### config.mk
export PLATFORM = sky130hd
export DESIGN_NAME = rmsi_radio_flat
export DESIGN_NICKNAME = d
export VERILOG_FILES = /design/src/rmsi_pkg.sv /design/src/rmsi_link_if.sv /design/src/rmsi_radio.sv /design/src/flat_wrapper.sv
export SDC_FILE = /design/constraint.sdc
export NUM_CORES = 1
export LEC_CHECK = 0
export BUFFER_PORTS_ARGS = -buffer_cell sky130_fd_sc_hd__buf_2
export CAP_MARGIN = 20
export CORE_MARGIN = 4
export CORE_UTILIZATION = 45
export DETAILED_ROUTE_END_ITERATION = 6
export PLACE_DENSITY = 0.7
export SYNTH_ARGS = -nofsm -noshare
export SYNTH_HDL_FRONTEND = slang
export SYNTH_SLANG_ARGS = --single-unit
### constraint.sdc
create_clock -name hclk -period 7.2 [get_ports hclk]
set_clock_uncertainty 0.2 [all_clocks]
set_input_delay 1.08 -clock hclk [delete_from_list [all_inputs] [get_ports hclk]]
set_output_delay 1.08 -clock hclk [all_outputs]
set_load 0.05 [all_outputs]
### src/rmsi_pkg.sv
// constants, register map, field positions and sequencer states for the radio mode block
// assumes a single 100 MHz clock shared by the controller and the radio end
package rmsi_pkg;
  localparam int unsigned ADDR_W = 7;
  localparam int unsigned DATA_W = 8;
  localparam int unsigned TMR_W = 20;
  // radio register offsets
  localparam logic [6:0] ADR_DEV_STATUS = 7'h02;
  localparam logic [6:0] ADR_IST_FIRST = 7'h03;
  localparam logic [6:0] ADR_IST_SECOND = 7'h04;
  localparam logic [6:0] ADR_IEN_FIRST = 7'h05;
  localparam logic [6:0] ADR_IEN_SECOND = 7'h06;
  localparam logic [6:0] ADR_OPMODE = 7'h07;
  localparam logic [6:0] ADR_SEQ_CFG = 7'h08;
  localparam logic [6:0] ADR_XTAL_CTL = 7'h62;
  // operating mode, crystal control and sequencer config bit positions
  localparam int unsigned OPM_XTON = 0;
  localparam int unsigned OPM_PLLON = 1;
  localparam int unsigned OPM_RXON = 2;
  localparam int unsigned OPM_TXON = 3;
  localparam int unsigned OPM_ENLBD = 5;
  localparam int unsigned OPM_ENWT = 6;
  localparam int unsigned XCTL_BUFOVR = 1;
  localparam int unsigned SEQ_SKIPVCO = 0;
  // values after reset
  localparam logic [7:0] OPMODE_RST = 8'h01;
  localparam logic [7:0] XTAL_CTL_RST = 8'h00;
  localparam logic [7:0] SEQ_CFG_RST = 8'h00;
  localparam logic [7:0] IEN_FIRST_RST = 8'h00;
  localparam logic [7:0] IEN_SECOND_RST = 8'h01;
  localparam logic [7:0] IST_FIRST_RST = 8'h00;
  localparam logic [7:0] IST_SECOND_RST = 8'h01;
  // chip power state codes
  localparam logic [1:0] CPS_IDLE = 2'h0;
  localparam logic [1:0] CPS_RX = 2'h1;
  localparam logic [1:0] CPS_TX = 2'h2;
  // sequencer step times and derived cycle counts (least times, rounded up)
  localparam int unsigned CLK_PERIOD_NS = 10;
  localparam int unsigned T_XTAL_NS = 600000;
  localparam int unsigned T_CAL_NS = 100000;
  localparam int unsigned T_SETTLE_NS = 100000;
  localparam int unsigned T_PA_NS = 5000;
  localparam int unsigned XTAL_CYC = (T_XTAL_NS + CLK_PERIOD_NS - 1) / CLK_PERIOD_NS;
  localparam int unsigned CAL_CYC = (T_CAL_NS + CLK_PERIOD_NS - 1) / CLK_PERIOD_NS;
  localparam int unsigned SETTLE_CYC = (T_SETTLE_NS + CLK_PERIOD_NS - 1) / CLK_PERIOD_NS;
  localparam int unsigned PA_CYC = (T_PA_NS + CLK_PERIOD_NS - 1) / CLK_PERIOD_NS;
  // controller register offsets and fields
  localparam logic [31:0] HOFF_CMD = 32'h0000_0000;
  localparam logic [31:0] HOFF_STAT = 32'h0000_0004;
  localparam int unsigned CMD_WDATA_LSB = 8;
  localparam int unsigned CMD_WRITE_BIT = 16;
  localparam int unsigned STAT_BUSY_BIT = 8;
  localparam int unsigned STAT_IRQ_BIT = 9;

  typedef enum logic [3:0] {
    SQ_IDLE, SQ_REG, SQ_XTAL, SQ_PLL, SQ_CAL, SQ_SETTLE, SQ_PA, SQ_TX, SQ_RXFE, SQ_RX
  } rmsi_seq_t;
endpackage : rmsi_pkg

### src/rmsi_link_if.sv
// register link between the controller and the radio end, plus the interrupt pin
// assumes both ends run on the same clock; the bench ties the two modports together
`timescale 1ns/1ps
interface rmsi_link_if;
  logic reg_req;
  logic reg_we;
  logic [6:0] reg_addr;
  logic [7:0] reg_wdata;
  logic [7:0] reg_rdata;
  logic reg_ack;
  logic irq_out_low;

  modport radio (
    input reg_req,
    input reg_we,
    input reg_addr,
    input reg_wdata,
    output reg_rdata,
    output reg_ack,
    output irq_out_low
  );
  modport host (
    output reg_req,
    output reg_we,
    output reg_addr,
    output reg_wdata,
    input reg_rdata,
    input reg_ack,
    input irq_out_low
  );
endinterface : rmsi_link_if

### src/rmsi_radio.sv
// radio end: mode registers, power-up sequencer, status and read-clear interrupts
// assumes the controller holds reg_req until it samples reg_ack
`timescale 1ns/1ps
module rmsi_radio #(
  parameter int unsigned XTAL_CYCLES = rmsi_pkg::XTAL_CYC,
  parameter int unsigned CAL_CYCLES = rmsi_pkg::CAL_CYC,
  parameter int unsigned SETTLE_CYCLES = rmsi_pkg::SETTLE_CYC
) (
  input wire logic hclk,
  input wire logic hresetn,
  rmsi_link_if.radio link,
  input wire logic [7:0] ev_first,
  input wire logic [7:0] ev_second,
  input wire logic [4:0] fifo_flags,
  input wire logic tx_done,
  output logic low_power_regulator_on,
  output logic main_reg_on,
  output logic wut_on,
  output logic lbd_on,
  output logic xtal_on,
  output logic xtal_buf_on,
  output logic pll_on,
  output logic vco_cal_on,
  output logic pa_on,
  output logic rx_front_on,
  output logic modem_rx_on
);
  import rmsi_pkg::*;

  typedef struct packed {
    logic [7:0] opmode;
    logic [7:0] xtal_ctl;
    logic [7:0] seq_cfg;
    logic [7:0] ien_first;
    logic [7:0] ien_second;
    logic [7:0] ist_first;
    logic [7:0] ist_second;
    logic [7:0] rdata;
    logic ack;
    rmsi_seq_t seq;
    logic [TMR_W-1:0] tmr;
  } rmsi_radio_t;

  rmsi_radio_t state_reg;
  rmsi_radio_t state_next;
  logic take;
  logic rd_take;
  logic wr_take;
  logic want_tx;
  logic want_rx;
  logic idle_xtal;
  logic [1:0] cps;

  // power state field for the status register
  function automatic logic [1:0] rmsi_cps(input rmsi_seq_t s);
    case (s)
      SQ_TX: rmsi_cps = CPS_TX;
      SQ_RX: rmsi_cps = CPS_RX;
      default: rmsi_cps = CPS_IDLE;
    endcase
  endfunction : rmsi_cps

  // true once the crystal is running because of the sequencer itself
  function automatic logic rmsi_xtal_by_seq(input rmsi_seq_t s);
    rmsi_xtal_by_seq = (s != SQ_IDLE) && (s != SQ_REG) && (s != SQ_XTAL);
  endfunction : rmsi_xtal_by_seq

  // cycle count to timer width; counts are known to fit
  function automatic logic [TMR_W-1:0] rmsi_cnt(input int unsigned c);
    rmsi_cnt = TMR_W'(c);
  endfunction : rmsi_cnt

  // request decode: a request is taken once, the cycle ack is low
  assign take = link.reg_req & ~state_reg.ack;
  assign rd_take = take & ~link.reg_we;
  assign wr_take = take & link.reg_we;
  assign want_tx = state_reg.opmode[OPM_TXON];
  assign want_rx = state_reg.opmode[OPM_RXON];
  assign idle_xtal = state_reg.opmode[OPM_XTON] | state_reg.opmode[OPM_PLLON];
  assign cps = rmsi_cps(state_reg.seq);

  // next-state logic for registers, interrupts and sequencer
  always_comb
  begin
    state_next = state_reg;
    state_next.ack = take;
    // read mux; reserved bit 2 of status reads zero
    if (rd_take)
    begin
      case (link.reg_addr)
        ADR_DEV_STATUS: state_next.rdata = {fifo_flags, 1'b0, cps};
        ADR_IST_FIRST: state_next.rdata = state_reg.ist_first;
        ADR_IST_SECOND: state_next.rdata = state_reg.ist_second;
        ADR_IEN_FIRST: state_next.rdata = state_reg.ien_first;
        ADR_IEN_SECOND: state_next.rdata = state_reg.ien_second;
        ADR_OPMODE: state_next.rdata = state_reg.opmode;
        ADR_SEQ_CFG: state_next.rdata = state_reg.seq_cfg;
        ADR_XTAL_CTL: state_next.rdata = state_reg.xtal_ctl;
        default: state_next.rdata = 8'h00;
      endcase
    end
    // read clears enabled flags; a new event in the same cycle still sets
    if (rd_take && link.reg_addr == ADR_IST_FIRST)
    begin
      state_next.ist_first = state_reg.ist_first & ~state_reg.ien_first;
    end
    if (rd_take && link.reg_addr == ADR_IST_SECOND)
    begin
      state_next.ist_second = state_reg.ist_second & ~state_reg.ien_second;
    end
    // flags latch whether enabled or not
    state_next.ist_first = state_next.ist_first | ev_first;
    state_next.ist_second = state_next.ist_second | ev_second;
    // register writes; zero to opmode gives standby
    if (wr_take)
    begin
      case (link.reg_addr)
        ADR_OPMODE: state_next.opmode = link.reg_wdata;
        ADR_SEQ_CFG: state_next.seq_cfg = link.reg_wdata;
        ADR_XTAL_CTL: state_next.xtal_ctl = link.reg_wdata;
        ADR_IEN_FIRST: state_next.ien_first = link.reg_wdata;
        ADR_IEN_SECOND: state_next.ien_second = link.reg_wdata;
        default: state_next.seq = state_reg.seq;
      endcase
    end
    // a finished packet drops txon so the device falls back to idle
    if (state_reg.seq == SQ_TX && tx_done && !wr_take)
    begin
      state_next.opmode[OPM_TXON] = 1'b0;
    end
    // timer runs down in the timed steps
    if (state_reg.tmr != '0)
    begin
      state_next.tmr = state_reg.tmr - 1'b1;
    end
    // power-up sequencer
    case (state_reg.seq)
      SQ_IDLE:
      begin
        if (want_tx || want_rx)
        begin
          state_next.seq = SQ_REG;
        end
      end
      SQ_REG:
      begin
        if (!state_reg.opmode[OPM_PLLON] && idle_xtal)
        begin
          state_next.seq = SQ_PLL;
        end
        else if (state_reg.opmode[OPM_PLLON])
        begin
          state_next.seq = want_tx ? SQ_PA : SQ_RXFE;
          state_next.tmr = rmsi_cnt(PA_CYC);
        end
        else
        begin
          state_next.seq = SQ_XTAL;
          state_next.tmr = rmsi_cnt(XTAL_CYCLES);
        end
      end
      SQ_XTAL:
      begin
        if (state_reg.tmr == '0)
        begin
          state_next.seq = SQ_PLL;
        end
      end
      SQ_PLL:
      begin
        // calibration reruns each time the pll comes on unless seq_cfg bit SEQ_SKIPVCO is set
        if (state_reg.seq_cfg[SEQ_SKIPVCO])
        begin
          state_next.seq = SQ_SETTLE;
          state_next.tmr = rmsi_cnt(SETTLE_CYCLES);
        end
        else
        begin
          state_next.seq = SQ_CAL;
          state_next.tmr = rmsi_cnt(CAL_CYCLES);
        end
      end
      SQ_CAL:
      begin
        if (state_reg.tmr == '0)
        begin
          state_next.seq = SQ_SETTLE;
          state_next.tmr = rmsi_cnt(SETTLE_CYCLES);
        end
      end
      SQ_SETTLE:
      begin
        if (state_reg.tmr == '0)
        begin
          state_next.seq = want_tx ? SQ_PA : SQ_RXFE;
          state_next.tmr = rmsi_cnt(PA_CYC);
        end
      end
      SQ_PA:
      begin
        if (state_reg.tmr == '0)
        begin
          state_next.seq = SQ_TX;
        end
      end
      SQ_TX:
      begin
        if (!state_next.opmode[OPM_TXON])
        begin
          state_next.seq = SQ_IDLE;
        end
      end
      SQ_RXFE: state_next.seq = SQ_RX;
      SQ_RX:
      begin
        if (!state_next.opmode[OPM_RXON])
        begin
          state_next.seq = SQ_IDLE;
        end
      end
      default: state_next.seq = SQ_IDLE;
    endcase
    // clearing both request bits mid-sequence aborts back to idle
    if (state_reg.seq != SQ_IDLE && !state_next.opmode[OPM_TXON]
        && !state_next.opmode[OPM_RXON])
    begin
      state_next.seq = SQ_IDLE;
      state_next.tmr = '0;
    end
  end

  // single register for all state; reset leaves ready mode and a pending por flag
  always_ff @(posedge hclk or negedge hresetn)
  begin
    if (!hresetn)
    begin
      state_reg.opmode <= OPMODE_RST;
      state_reg.xtal_ctl <= XTAL_CTL_RST;
      state_reg.seq_cfg <= SEQ_CFG_RST;
      state_reg.ien_first <= IEN_FIRST_RST;
      state_reg.ien_second <= IEN_SECOND_RST;
      state_reg.ist_first <= IST_FIRST_RST;
      state_reg.ist_second <= IST_SECOND_RST;
      state_reg.rdata <= 8'h00;
      state_reg.ack <= 1'b0;
      state_reg.seq <= SQ_IDLE;
      state_reg.tmr <= '0;
    end
    else
    begin
      state_reg <= state_next;
    end
  end

  // link outputs; pin is low while any enabled flag is pending
  assign link.reg_rdata = state_reg.rdata;
  assign link.reg_ack = state_reg.ack;
  assign link.irq_out_low = ~|((state_reg.ist_first & state_reg.ien_first)
                             | (state_reg.ist_second & state_reg.ien_second));

  // block enables; the main regulator is off only in standby and sleep
  assign low_power_regulator_on = 1'b1;
  assign main_reg_on = (state_reg.seq != SQ_IDLE) | idle_xtal
                       | state_reg.opmode[OPM_ENLBD];
  assign wut_on = state_reg.opmode[OPM_ENWT];
  assign lbd_on = state_reg.opmode[OPM_ENLBD];
  assign xtal_on = idle_xtal | (state_reg.seq == SQ_XTAL)
                   | rmsi_xtal_by_seq(state_reg.seq);
  // buffer override saves current in ready mode at the cost of the crystal buffer
  assign xtal_buf_on = xtal_on & ~state_reg.xtal_ctl[XCTL_BUFOVR];
  assign pll_on = state_reg.opmode[OPM_PLLON]
                  | (rmsi_xtal_by_seq(state_reg.seq) && state_reg.seq != SQ_RXFE
                  && state_reg.seq != SQ_RX) | (state_reg.seq == SQ_RXFE)
                  | (state_reg.seq == SQ_RX);
  assign vco_cal_on = (state_reg.seq == SQ_CAL);
  assign pa_on = (state_reg.seq == SQ_PA) | (state_reg.seq == SQ_TX);
  assign rx_front_on = (state_reg.seq == SQ_RXFE) | (state_reg.seq == SQ_RX);
  // the modem itself (gain, sync, packet) sits outside and keys on this enable
  assign modem_rx_on = (state_reg.seq == SQ_RX);
endmodule : rmsi_radio
### src/flat_wrapper.sv
// flat-port wrapper written by rule: the top's interface ports become plain ports
module rmsi_radio_flat import rmsi_pkg::*;
#(
  parameter int unsigned XTAL_CYCLES = rmsi_pkg::XTAL_CYC,
  parameter int unsigned CAL_CYCLES = rmsi_pkg::CAL_CYC,
  parameter int unsigned SETTLE_CYCLES = rmsi_pkg::SETTLE_CYC
)
  (hclk, hresetn, ev_first, ev_second, fifo_flags, tx_done, low_power_regulator_on, main_reg_on, wut_on, lbd_on, xtal_on, xtal_buf_on, pll_on, vco_cal_on, pa_on, rx_front_on, modem_rx_on, link_reg_req, link_reg_we, link_reg_addr, link_reg_wdata, link_reg_rdata, link_reg_ack, link_irq_out_low);
  rmsi_link_if link_i ();
  input wire logic hclk;
  input wire logic hresetn;
  input wire logic [7:0] ev_first;
  input wire logic [7:0] ev_second;
  input wire logic [4:0] fifo_flags;
  input wire logic tx_done;
  output logic low_power_regulator_on;
  output logic main_reg_on;
  output logic wut_on;
  output logic lbd_on;
  output logic xtal_on;
  output logic xtal_buf_on;
  output logic pll_on;
  output logic vco_cal_on;
  output logic pa_on;
  output logic rx_front_on;
  output logic modem_rx_on;
  input wire logic [$bits(link_i.reg_req)-1:0] link_reg_req;
  input wire logic [$bits(link_i.reg_we)-1:0] link_reg_we;
  input wire logic [$bits(link_i.reg_addr)-1:0] link_reg_addr;
  input wire logic [$bits(link_i.reg_wdata)-1:0] link_reg_wdata;
  output wire logic [$bits(link_i.reg_rdata)-1:0] link_reg_rdata;
  output wire logic [$bits(link_i.reg_ack)-1:0] link_reg_ack;
  output wire logic [$bits(link_i.irq_out_low)-1:0] link_irq_out_low;
  assign link_i.reg_req = link_reg_req;
  assign link_i.reg_we = link_reg_we;
  assign link_i.reg_addr = link_reg_addr;
  assign link_i.reg_wdata = link_reg_wdata;
  assign link_reg_rdata = link_i.reg_rdata;
  assign link_reg_ack = link_i.reg_ack;
  assign link_irq_out_low = link_i.irq_out_low;
  rmsi_radio #(.XTAL_CYCLES(XTAL_CYCLES), .CAL_CYCLES(CAL_CYCLES), .SETTLE_CYCLES(SETTLE_CYCLES)) u_core (.hclk(hclk), .hresetn(hresetn), .link(link_i), .ev_first(ev_first), .ev_second(ev_second), .fifo_flags(fifo_flags), .tx_done(tx_done), .low_power_regulator_on(low_power_regulator_on), .main_reg_on(main_reg_on), .wut_on(wut_on), .lbd_on(lbd_on), .xtal_on(xtal_on), .xtal_buf_on(xtal_buf_on), .pll_on(pll_on), .vco_cal_on(vco_cal_on), .pa_on(pa_on), .rx_front_on(rx_front_on), .modem_rx_on(modem_rx_on));
endmodule
## After elaboration in Yosys (flattened, before gate mapping)

Cells that the tools add are included.

- Flip-flop bits (word level): 89
- Bits of input ports: 41
- Output and inout port bits: 21

- $add $sub $neg: 1
- Equality and inequality tests: 28
- Multiplexer cells: 27
- Bitwise gates (word level): 26
- Reductions and logical operators: 28

Operator list:

| operator | number |
|---|---|
| 24-bit two-way mux | 4 |
| 20-bit case mux with 4 select lines | 1 |
| 8-bit case mux with 8 select lines | 1 |
| 8-bit two-way mux | 6 |
| 20-bit two-way mux | 2 |
| 4-bit case mux with 10 select lines | 1 |
| 36-bit two-way mux | 1 |
| 8-bit AND | 4 |
| 4-bit two-way mux | 8 |
| 7-bit by 3-bit == test with 1-bit output (second input constant) | 4 |
| 8-bit OR | 3 |
| 21-bit two-way mux | 1 |
| 20-bit logical NOT | 1 |
| 20-bit nonzero test | 1 |
| 20-bit by 1-bit subtractor with 20-bit output (second input constant) | 1 |
| 4-bit by 3-bit == test with 1-bit output (second input constant) | 4 |
| 8-bit NOT | 2 |
| 3-bit by 1-bit != test with 1-bit output (second input constant) | 5 |
| 7-bit by 2-bit == test with 1-bit output (second input constant) | 2 |
| 1-bit logical AND | 11 |
| 1-bit OR | 10 |
| 2-bit AND reduction | 5 |
| 4-bit by 2-bit == test with 1-bit output (second input constant) | 2 |
| 4-bit == test (second input constant) | 2 |
| 17 further kinds | 28 |

## Depth between registers and ports, before layout

Gate-level depths: netlist of the first run.

- Word-level depth: 11
- Gate-level depth with buffers: 10
- Mapped depth without buffers: 8

## Worst setup path after synthesis of the first run

Ideal clock, no wire load.

- Path kind: register to output
- Start point: reg u_core.state_reg[22] in the netlist's numbering
- End point: out vco_cal_on
- Arrival time: 2.401 ns
- Data required time: 5.920 ns
- Slack: 3.519 ns
- Cell stages (with the launch flop): 4
- Path buffers: 1
- Cells stage by stage: dfrtp_1 > clkbuf_1 > inv_1 > nor4_1

- Word-level cells in the longest chain between the ends: 1

Ends and longest elaborated chain:

| element | RTL line | text |
|---|---|---|
| start, declared | rmsi_radio.sv:44 | `rmsi_radio_t state_reg;` |
| start signal, assigned | rmsi_radio.sv:251 | `state_reg <= state_next;` |
| 4-bit by 3-bit == test with 1-bit output | rmsi_radio.sv:275 | `assign vco_cal_on = (state_reg.seq == SQ_CAL);` |
| end, declared | flat_wrapper.sv:23 | `output logic vco_cal_on;` |

Every way passes these cells.

## Worst setup path in the final report of the first run

- Start point: reg u_core.state_reg[22] in the netlist's numbering
- End point: out main_reg_on

- Word-level cells in the longest chain between the ends: 3

Ends and longest elaborated chain:

| element | RTL line | text |
|---|---|---|
| 4-bit nonzero test | rmsi_radio.sv:263 | `assign main_reg_on = (state_reg.seq != SQ_IDLE) \| idle_xtal` |
| 1-bit OR | rmsi_radio.sv:263 |  |
| 1-bit OR | rmsi_radio.sv:264 | `\| state_reg.opmode[OPM_ENLBD];` |
| end, declared | flat_wrapper.sv:17 | `output logic main_reg_on;` |

Every way passes these cells.

==> results.md, run 1 <==
- Sequential cell area: 0.00223 mm²
- Largest register FFs: 78
- Slowest stage cell on the critical path: dfrtp_1
- Initial antenna violation count: 0
- CP max stage delay: 0.60 ns
- Hold crit path type: reg -> reg
- Tightest Pin Transition: 0.904 ns
- Core Rows: 38
- RePlAce Congestion: 0.934
- Wl on met1: 6.16 mm
- Die Span X: 114 µm
- Share of the synthesized area in the top cell type: 0.429
- Fin worst setup slack: 3.41 ns
- GRT overflow: 0
- Compound-Gate Fraction of Synth Area: 0.179
- CP startpoint kind: flip-flop
- Drt total wl: 13.1 mm
- TritonCTS clock tree: done
- Via count: 4157
- Crit-path cells: or2_2, nor4_1, inv_1, or3_1, buf_2
- Iter 0 DRT Violations: 382
- Slew Viols, Final: 0
- Crit path capture type: output pin
- Top delay family on crit path: simple AND/OR/NAND/NOR gates
- Top_reg_cell synth: dfrtp_1
- Mapped cell area: 0.00501 mm²
- Final period utilization: 0.526
- DP Worst Slack: 3.11 ns
- Failing checks: design-rule violations
- Synth cell types: 70
- Clock Tree Root: clkbuf_8
- CTS sink cnt: 89
- Worst-Skew Late Latency: 0.37 ns
- I/O Pins: 62
- Layout cells sized above 1: 0.264
- Uppermost layer routed: met4
- CTS resizes: 0
- Relative slew slack: 0.395
- Clk pin slew, worst setup/hold paths: 0.09 ns
- NumNets Final: 581
- Max VDD drop: 0.327 mV
- Number of routed nets with antenna violations: 0
- Max Fclk: 264 MHz
- Port bufs: 60
- Synth async-reset ratio: 1.00
- Post-route DRC: 1
- Most common cell in the synthesized netlist: dfrtp_1
- GR Util All Layers: 0.212
- Avg Cell Area, Syn: 10.0 µm²
- Htree depth: 3
- Pwr per Cell Area: 292 mW/mm²
- Dpl hpwl: 9.54 mm
- CTS Buf Count: 9
- Synth Area in Adders: 0.00749
- Fillers: 975
- Core area: 0.0109 mm²
- Largest cells by area after synthesis: dfrtp_1 (43%), mux2_2 (10%), nand2_1 (4.3%)
- Metal3 WL: 980 µm
- Wire per inst: 19.2 µm
- #FFs+latches synth: 89
- # setup viols final: 0
- RSZ-0062 raised after global routing: no
- Simple-gate area share of the yosys netlist: 0.192
- Synth area leader: dfrtp_1
- Postcts setup bufs: 0
- Sum of buffers and inverters on the critical path: 2
- Largest family of logic cells by synthesized area: simple AND/OR/NAND/NOR gates
- CP Max Fanout: 17
- First-pass GRT wire length: 21.4 mm
- Most common library cells after synthesis: dfrtp_1 (86), nand2_1 (58), mux2_2 (46)
- Synth Area in XOR/XNOR: 0.0192
- Vias/cell: 6.10
- Max-cap viol count: 0
- Post-synth EDFFs: 0
- Crit Path Category: reg -> out
- Clk buf depth: 2
- Vias in the first global route: 3992
- Syn Inst Count: 501
- CTS Hold Bufs: 0
- Drt first pass iters: 7
- Met2 wire length: 5.74 mm
- WP data arrival: 2.51 ns
- Hold Vio Cnt, Final: 0
- Leakage: 0.00243 µW
- DIE HEIGHT: 114 µm
- Post-synthesis sequential area ratio: 0.445
- YS warnings: 0
- DIE AREA: 0.0129 mm²
- Area Overhead vs Synth: 9.53%
- Syn Nets: 545
- CP required: 5.92 ns
- Final Critical Period: 3.79 ns
- Initial Util: 0.461
- Sum of negative setup slack: 0 ns
- Outcome: complete, but fails checks
- Mux cell area share after synthesis: 0.110
- Multi-input logic area: 0.00255 mm²
- Largest net degree at the start of global routing: 51
- N_diodes: 0
==> cell usage in the layout, fill, tap and decap left out, types with 7 or more instances in the layout <==
master / netlist / final
buf_2: 5 / 59
nor2_1: 27 / 27
dfrtp_1: 86 / 86
a22oi_1: 14 / 14
mux2_2: 46 / 46
nand2_1: 58 / 58
clkbuf_8: 0 / 10
o21ai_0: 23 / 23
nor2b_1: 7 / 7
nand3_1: 8 / 8
a21oi_1: 26 / 26
nor3_1: 10 / 10
a21o_1: 24 / 24
inv_1: 9 / 9
a22o_1: 7 / 7
nand4_1: 7 / 7
==> final timing paths <==
kind                                                   endpoint  slack (ns)                              from  cells after the start
setup / recovery                                    main_reg_on        3.41  u_core.state_reg[22]$_DFFE_PN0P_                      5
hold / removal                    u_core.link.reg_ack$_DFF_PN0_        0.26     u_core.link.reg_ack$_DFF_PN0_                      1
setup reg to reg                 u_core.state_reg[10]$_DFF_PN0_        3.79     u_core.state_reg[5]$_DFF_PN0_                      7
hold reg to reg                   u_core.link.reg_ack$_DFF_PN0_        0.26     u_core.link.reg_ack$_DFF_PN0_                      1
max in group asynchronous      u_core.state_reg[58]$_DFFE_PN0P_        5.30                           hresetn                      2
min in group asynchronous  u_core.link.reg_rdata[0]$_DFFE_PN0P_        0.46                           hresetn                      1
==> metal layers <==
metal  track usage  vias to the layer above
met1         0.316                     2048
met5             0                        -
li1              -                     1905
met3        0.0456                       20
met2         0.305                      184
met4        0.0713                        0
==> cell families after synthesis <==
logic type / after synthesis
DFF: 89
adders and majority gates: 3
and+or+nand+nor: 172
other: 1
AOI/OAI and AO/OA: 131
buffers and inverters: 46
muxes: 48
xor gates and xnor gates: 11
==> where the power goes <==
part	internal, µW	switching, µW
clock	141	195
sequential	560	107
combinational	227	374
==> worst reg2reg max path: cells and delay by family, from the launching register on <==
family | cells | cell delay [ns]
flops | 1 | 0.46
compound gates | 3 | 0.80
buf+inv | 1 | 0.28
simple gates | 3 | 1.54
==> per-stage QoR <==
stage          total power [µW]  utilization  instances  hold slack, ns  area, µm²
2_1_floorplan              1120            -        501           0.251       5010
3_3_place_gp               1250        0.488        666           0.240       5310
3_5_place_dp               1260        0.488        666           0.247       5310
4_1_cts                    1600        0.504        682           0.258       5490
5_1_grt                    1710        0.504        682           0.300       5490
6_report                   1600        0.504        682           0.259       5490
==> cell type report <==
type                    instances  area share
inverters                       9     0.00615
multi-input cells             366       0.464
repair buffers                 62      0.0579
clock buffers                  11      0.0257
clock inverters                 5     0.00774
well taps                     140      0.0319
flip-flops and latches         89       0.406
(Power assumes the default switching activity.)
==> inputs of run 2 (changes only) <==
- ABC_AREA: not set -> 1
- PLACE_DENSITY: 0.7 -> 0.73
- clock period: 7.2 -> 3.2 ns (I/O delays scaled with it)
==> run 2 against run 1 <==
  * The flow now finishes without violations
  * Die area increased by 4.5%
  * Highest routed layer unchanged
  * Count of clock-buffer cells in the layout decreased by 1
  * Critical path depth did not move
  * Combinational power grew to 3.0 times the previous value
  * Global-route usage is 0.40 points higher
  * Synthesized cell count increased by 41%
==> results.md, run 2 <==
- Post-synthesis sequential area ratio: 0.425 (-0.0203)
- Crit path capture type: output pin
- Synth async-reset ratio: 1.00 (unchanged)
- GR Util All Layers: 0.216 (+0.00400)
- Clk buf depth: 2 (unchanged)
- Mapped cell area: 0.00526 mm² (+4.8%)
- Hold Vio Cnt, Final: 0 (unchanged)
- Worst Hold Endpoint: u_core.state_reg[46]$_DFF_PN0_
- Synth area leader: dfrtp_1
- Max-cap viol count: 0 (unchanged)
- DIE AREA: 0.0135 mm² (+4.5%)
- Postcts setup bufs: 0 (unchanged)
- Syn Nets: 752 (+38%)
- RePlAce Congestion: 0.898 (-3.9%)
- Pwr per Cell Area: 719 mW/mm² (+150%)
- CP max stage delay: 0.42 ns (-0.18 ns)
- Sw Share: 0.436 (+0.0147)
- Final period utilization: 0.747
- Reg2reg end: u_core.state_reg[0]$_DFF_PN0_
- Htree depth: 3 (unchanged)
- Leakage: 0.00313 µW (+29%)
- Port bufs: 60 (unchanged)
- I/O Pins: 62 (unchanged)
- DIE HEIGHT: 116 µm (+2.2%)
- Max Fclk: 418 MHz
- Fin worst setup slack: 0.809 ns (-2.60 ns)
- TritonCTS clock tree: done
- Tightest Pin Transition: 0.659 ns (-0.246 ns)
- CP Max Fanout: 5 (-12)
- Top_reg_cell synth: dfrtp_1
- Post-route DRC: 0 (-1)
- Comb power frac: 0.422 (+0.047)
- Worst r2r path cells: 9 (+2)
- Drt total wl: 13.9 mm (+5.8%)
- Area Overhead vs Synth: 12.8%
- Sum of buffers and inverters on the critical path: 2 (unchanged)
- Power Internal: 2400 µW (+160%)
- CTS Buf Count: 9 (unchanged)
- DP Worst Slack: 0.788 ns (-2.32 ns)
- Hold crit path type: in -> reg
- Initial Util: 0.460 (about the same)
- Most common cell after layout, fill and taps aside: nand2_1
- Reg-to-reg startpoint: u_core.state_reg[0]$_DFF_PN0_
- CP required: 2.52 ns (-3.40 ns)
- Relative slew slack: 0.560 (+0.165)
- Max VDD drop: 0.373 mV (+14%)
- # setup viols final: 0 (unchanged)
- Clk pwr share: 0.244 (+0.035)
- WP data arrival: 1.71 ns (-0.80 ns)
- RSZ-0062 raised after global routing: no
- Drt first pass iters: 6 (-1)
- Seq pwr share: 0.334 (-0.082)
- Net Switching: 1860 µW (+180%)
- Share of the synthesized area in the top cell type: 0.410 (-0.0196)
- Clock Tree Root: clkbuf_16
- Post-synth EDFFs: 0 (unchanged)
- Slowest stage cell on the critical path: dfrtp_1
- Avg Cell Area, Syn: 7.42 µm² (-26%)
- Syn Inst Count: 708 (+41%)
- Via count: 4765 (+15%)
- Initial antenna violation count: 0 (unchanged)
- Outcome: complete, no violations
- N_diodes: 0 (unchanged)
- Vias/cell: 5.22 (-14%)
- NumNets Final: 809 (+39%)
- Vias in the first global route: 4584 (+15%)
- Largest register FFs: 78 (unchanged)
- Worst-Skew Late Latency: 0.35 ns (-0.02 ns)
- YS warnings: 0 (unchanged)
- Finished Cell Area: 0.00593 mm² (+7.9%)
- Most common cell in the synthesized netlist: nand2_1
- Sum of negative setup slack: 0 ns (unchanged)
- Cell depth of the worst hold path: 2 (+1)
- Placed instance area: 0.00563 mm² (+6.1%)
- First-pass GRT wire length: 22.5 mm (+5.2%)
- Wire per inst: 15.2 µm (-21%)
- Iter 0 DRT Violations: 418 (+9.4%)
- CTS sink cnt: 89 (unchanged)
- Final Critical Period: 2.39 ns
- Slew Viols, Final: 0 (unchanged)
- Commonest non-fill, non-tap cells in the layout: nand2_1 (189), inv_1 (88), nor2_1 (87), dfrtp_1 (86), buf_2 (59)
- Largest net degree at the start of global routing: 49 (-3.9%)
- Dpl hpwl: 10.6 mm (+11%)
- Top delay family on crit path: simple AND/OR/NAND/NOR gates
- CP startpoint kind: flip-flop
- GRT overflow: 0 (unchanged)
- Layout cells sized above 1: 0.169 (-0.0950)
- Most common library cells after synthesis: nand2_1 (189), inv_1 (88), nor2_1 (87)
- CTS resizes: 0 (unchanged)
- Crit-path cells: nor2_2, inv_2, nor2_1, nand3_1, buf_2
- #FFs+latches synth: 89 (unchanged)
- Clk pin slew, worst setup/hold paths: 0.07 ns (-0.02 ns)
- Largest cells by area after synthesis: dfrtp_1 (41%), nand2_1 (13%), inv_1 (6.3%)
- Hold_sp: ev_first[5]
- Reg2Reg Setup Slack: 0.98 ns (-2.81 ns)
- Crit Path Category: reg -> out
- Synth cell types: 41 (-41%)
- Core area: 0.0114 mm² (+4.9%)
- Die Span X: 116 µm (+2.2%)
- Core Rows: 39 (+2.6%)
- Number of routed nets with antenna violations: 0 (unchanged)
-- run 2: routing by layer --
metal / global-route usage / share of wire / wire length, µm / up-vias
li1: - / - / - / 2385
met3: 0.0313 / 0.050 / 692 / 22
met5: 0 / 0 / 0 / -
met2: 0.339 / 0.46 / 6450 / 153
met4: 0.0843 / 0.018 / 255 / 0
met1: 0.302 / 0.47 / 6480 / 2205
-- run 2: layout make-up --
| class | count | area, µm² |
|---|---|---|
| fillers | 1135 | 5490 |
| multi-input cells | 506 | 2530 |
| flip-flops and latches | 89 | 2230 |
| inverters | 94 | 353 |
| repair buffers | 65 | 343 |
| clock buffers | 10 | 239 |
| well taps | 143 | 179 |
| clock inverters | 6 | 48.8 |
-- run 2: worst reg2reg max path: cells and delay by family (launching register included) --
family / cells / cell delay, ns
compound gates: 2 / 0.16
simple gates: 3 / 0.54
buf+inv: 2 / 0.24
fa+ha+maj: 2 / 0.56
flops: 1 / 0.39
-- run 2: worst max-delay path by stage --
stage	startpoint	end	slack, ns	cells past startpoint
after floorplan	u_core.state_reg[21]$_DFFE_PN0P_	u_core.state_reg[7]$_DFF_PN0_	1.00	8
after global placement	link_reg_addr[5]	u_core.state_reg[17]$_DFF_PN0_	0.82	10
after detailed placement	link_reg_addr[5]	u_core.state_reg[18]$_DFF_PN0_	0.79	10
after CTS	u_core.state_reg[22]$_DFFE_PN0P_	main_reg_on	0.79	5
after global routing	u_core.state_reg[22]$_DFFE_PN0P_	main_reg_on	0.67	5
final	u_core.state_reg[22]$_DFFE_PN0P_	main_reg_on	0.81	5
-- run 2: timing repair --
| action | in CTS | in global routing |
|---|---|---|
| hold buffers | 1 | 0 |
| endpoints found under the setup margin | 0 | 0 |
| hold endpoints to repair | 45 | 0 |
-- run 2: cells by family (layout without fill, tap and decap cells) --
family          count (synthesis)  after routing  share of synthesized area
simple gates                  379            379                      0.335
fa+ha+maj                       3              3                    0.00714
buf+inv                       113            175                     0.0931
compound gates                114            114                      0.125
flops                          89             89                      0.425
other cells                     1              1                   0.000714
xor+xnor                        9              9                     0.0150
-- run 2: through the flow --
stage                      util  std cells  hold slack (ns)  total power (µW)
after floorplan               -        708          -0.0156              2810
after global placement    0.493        896            0.261              3190
after detailed placement  0.493        896            0.261              3210
after CTS                 0.519        913            0.117              4260
after global routing      0.519        913            0.118              4550
final                     0.519        913            0.124              4260
-- run 2: power groups by stage --
stage          clock, µW  combinational, µW  sequential (µW)
2_1_floorplan          0               1400             1400
3_3_place_gp           0               1760             1430
3_5_place_dp           0               1780             1440
4_1_cts             1050               1790             1420
5_1_grt             1100               2010             1440
6_report            1040               1800             1420
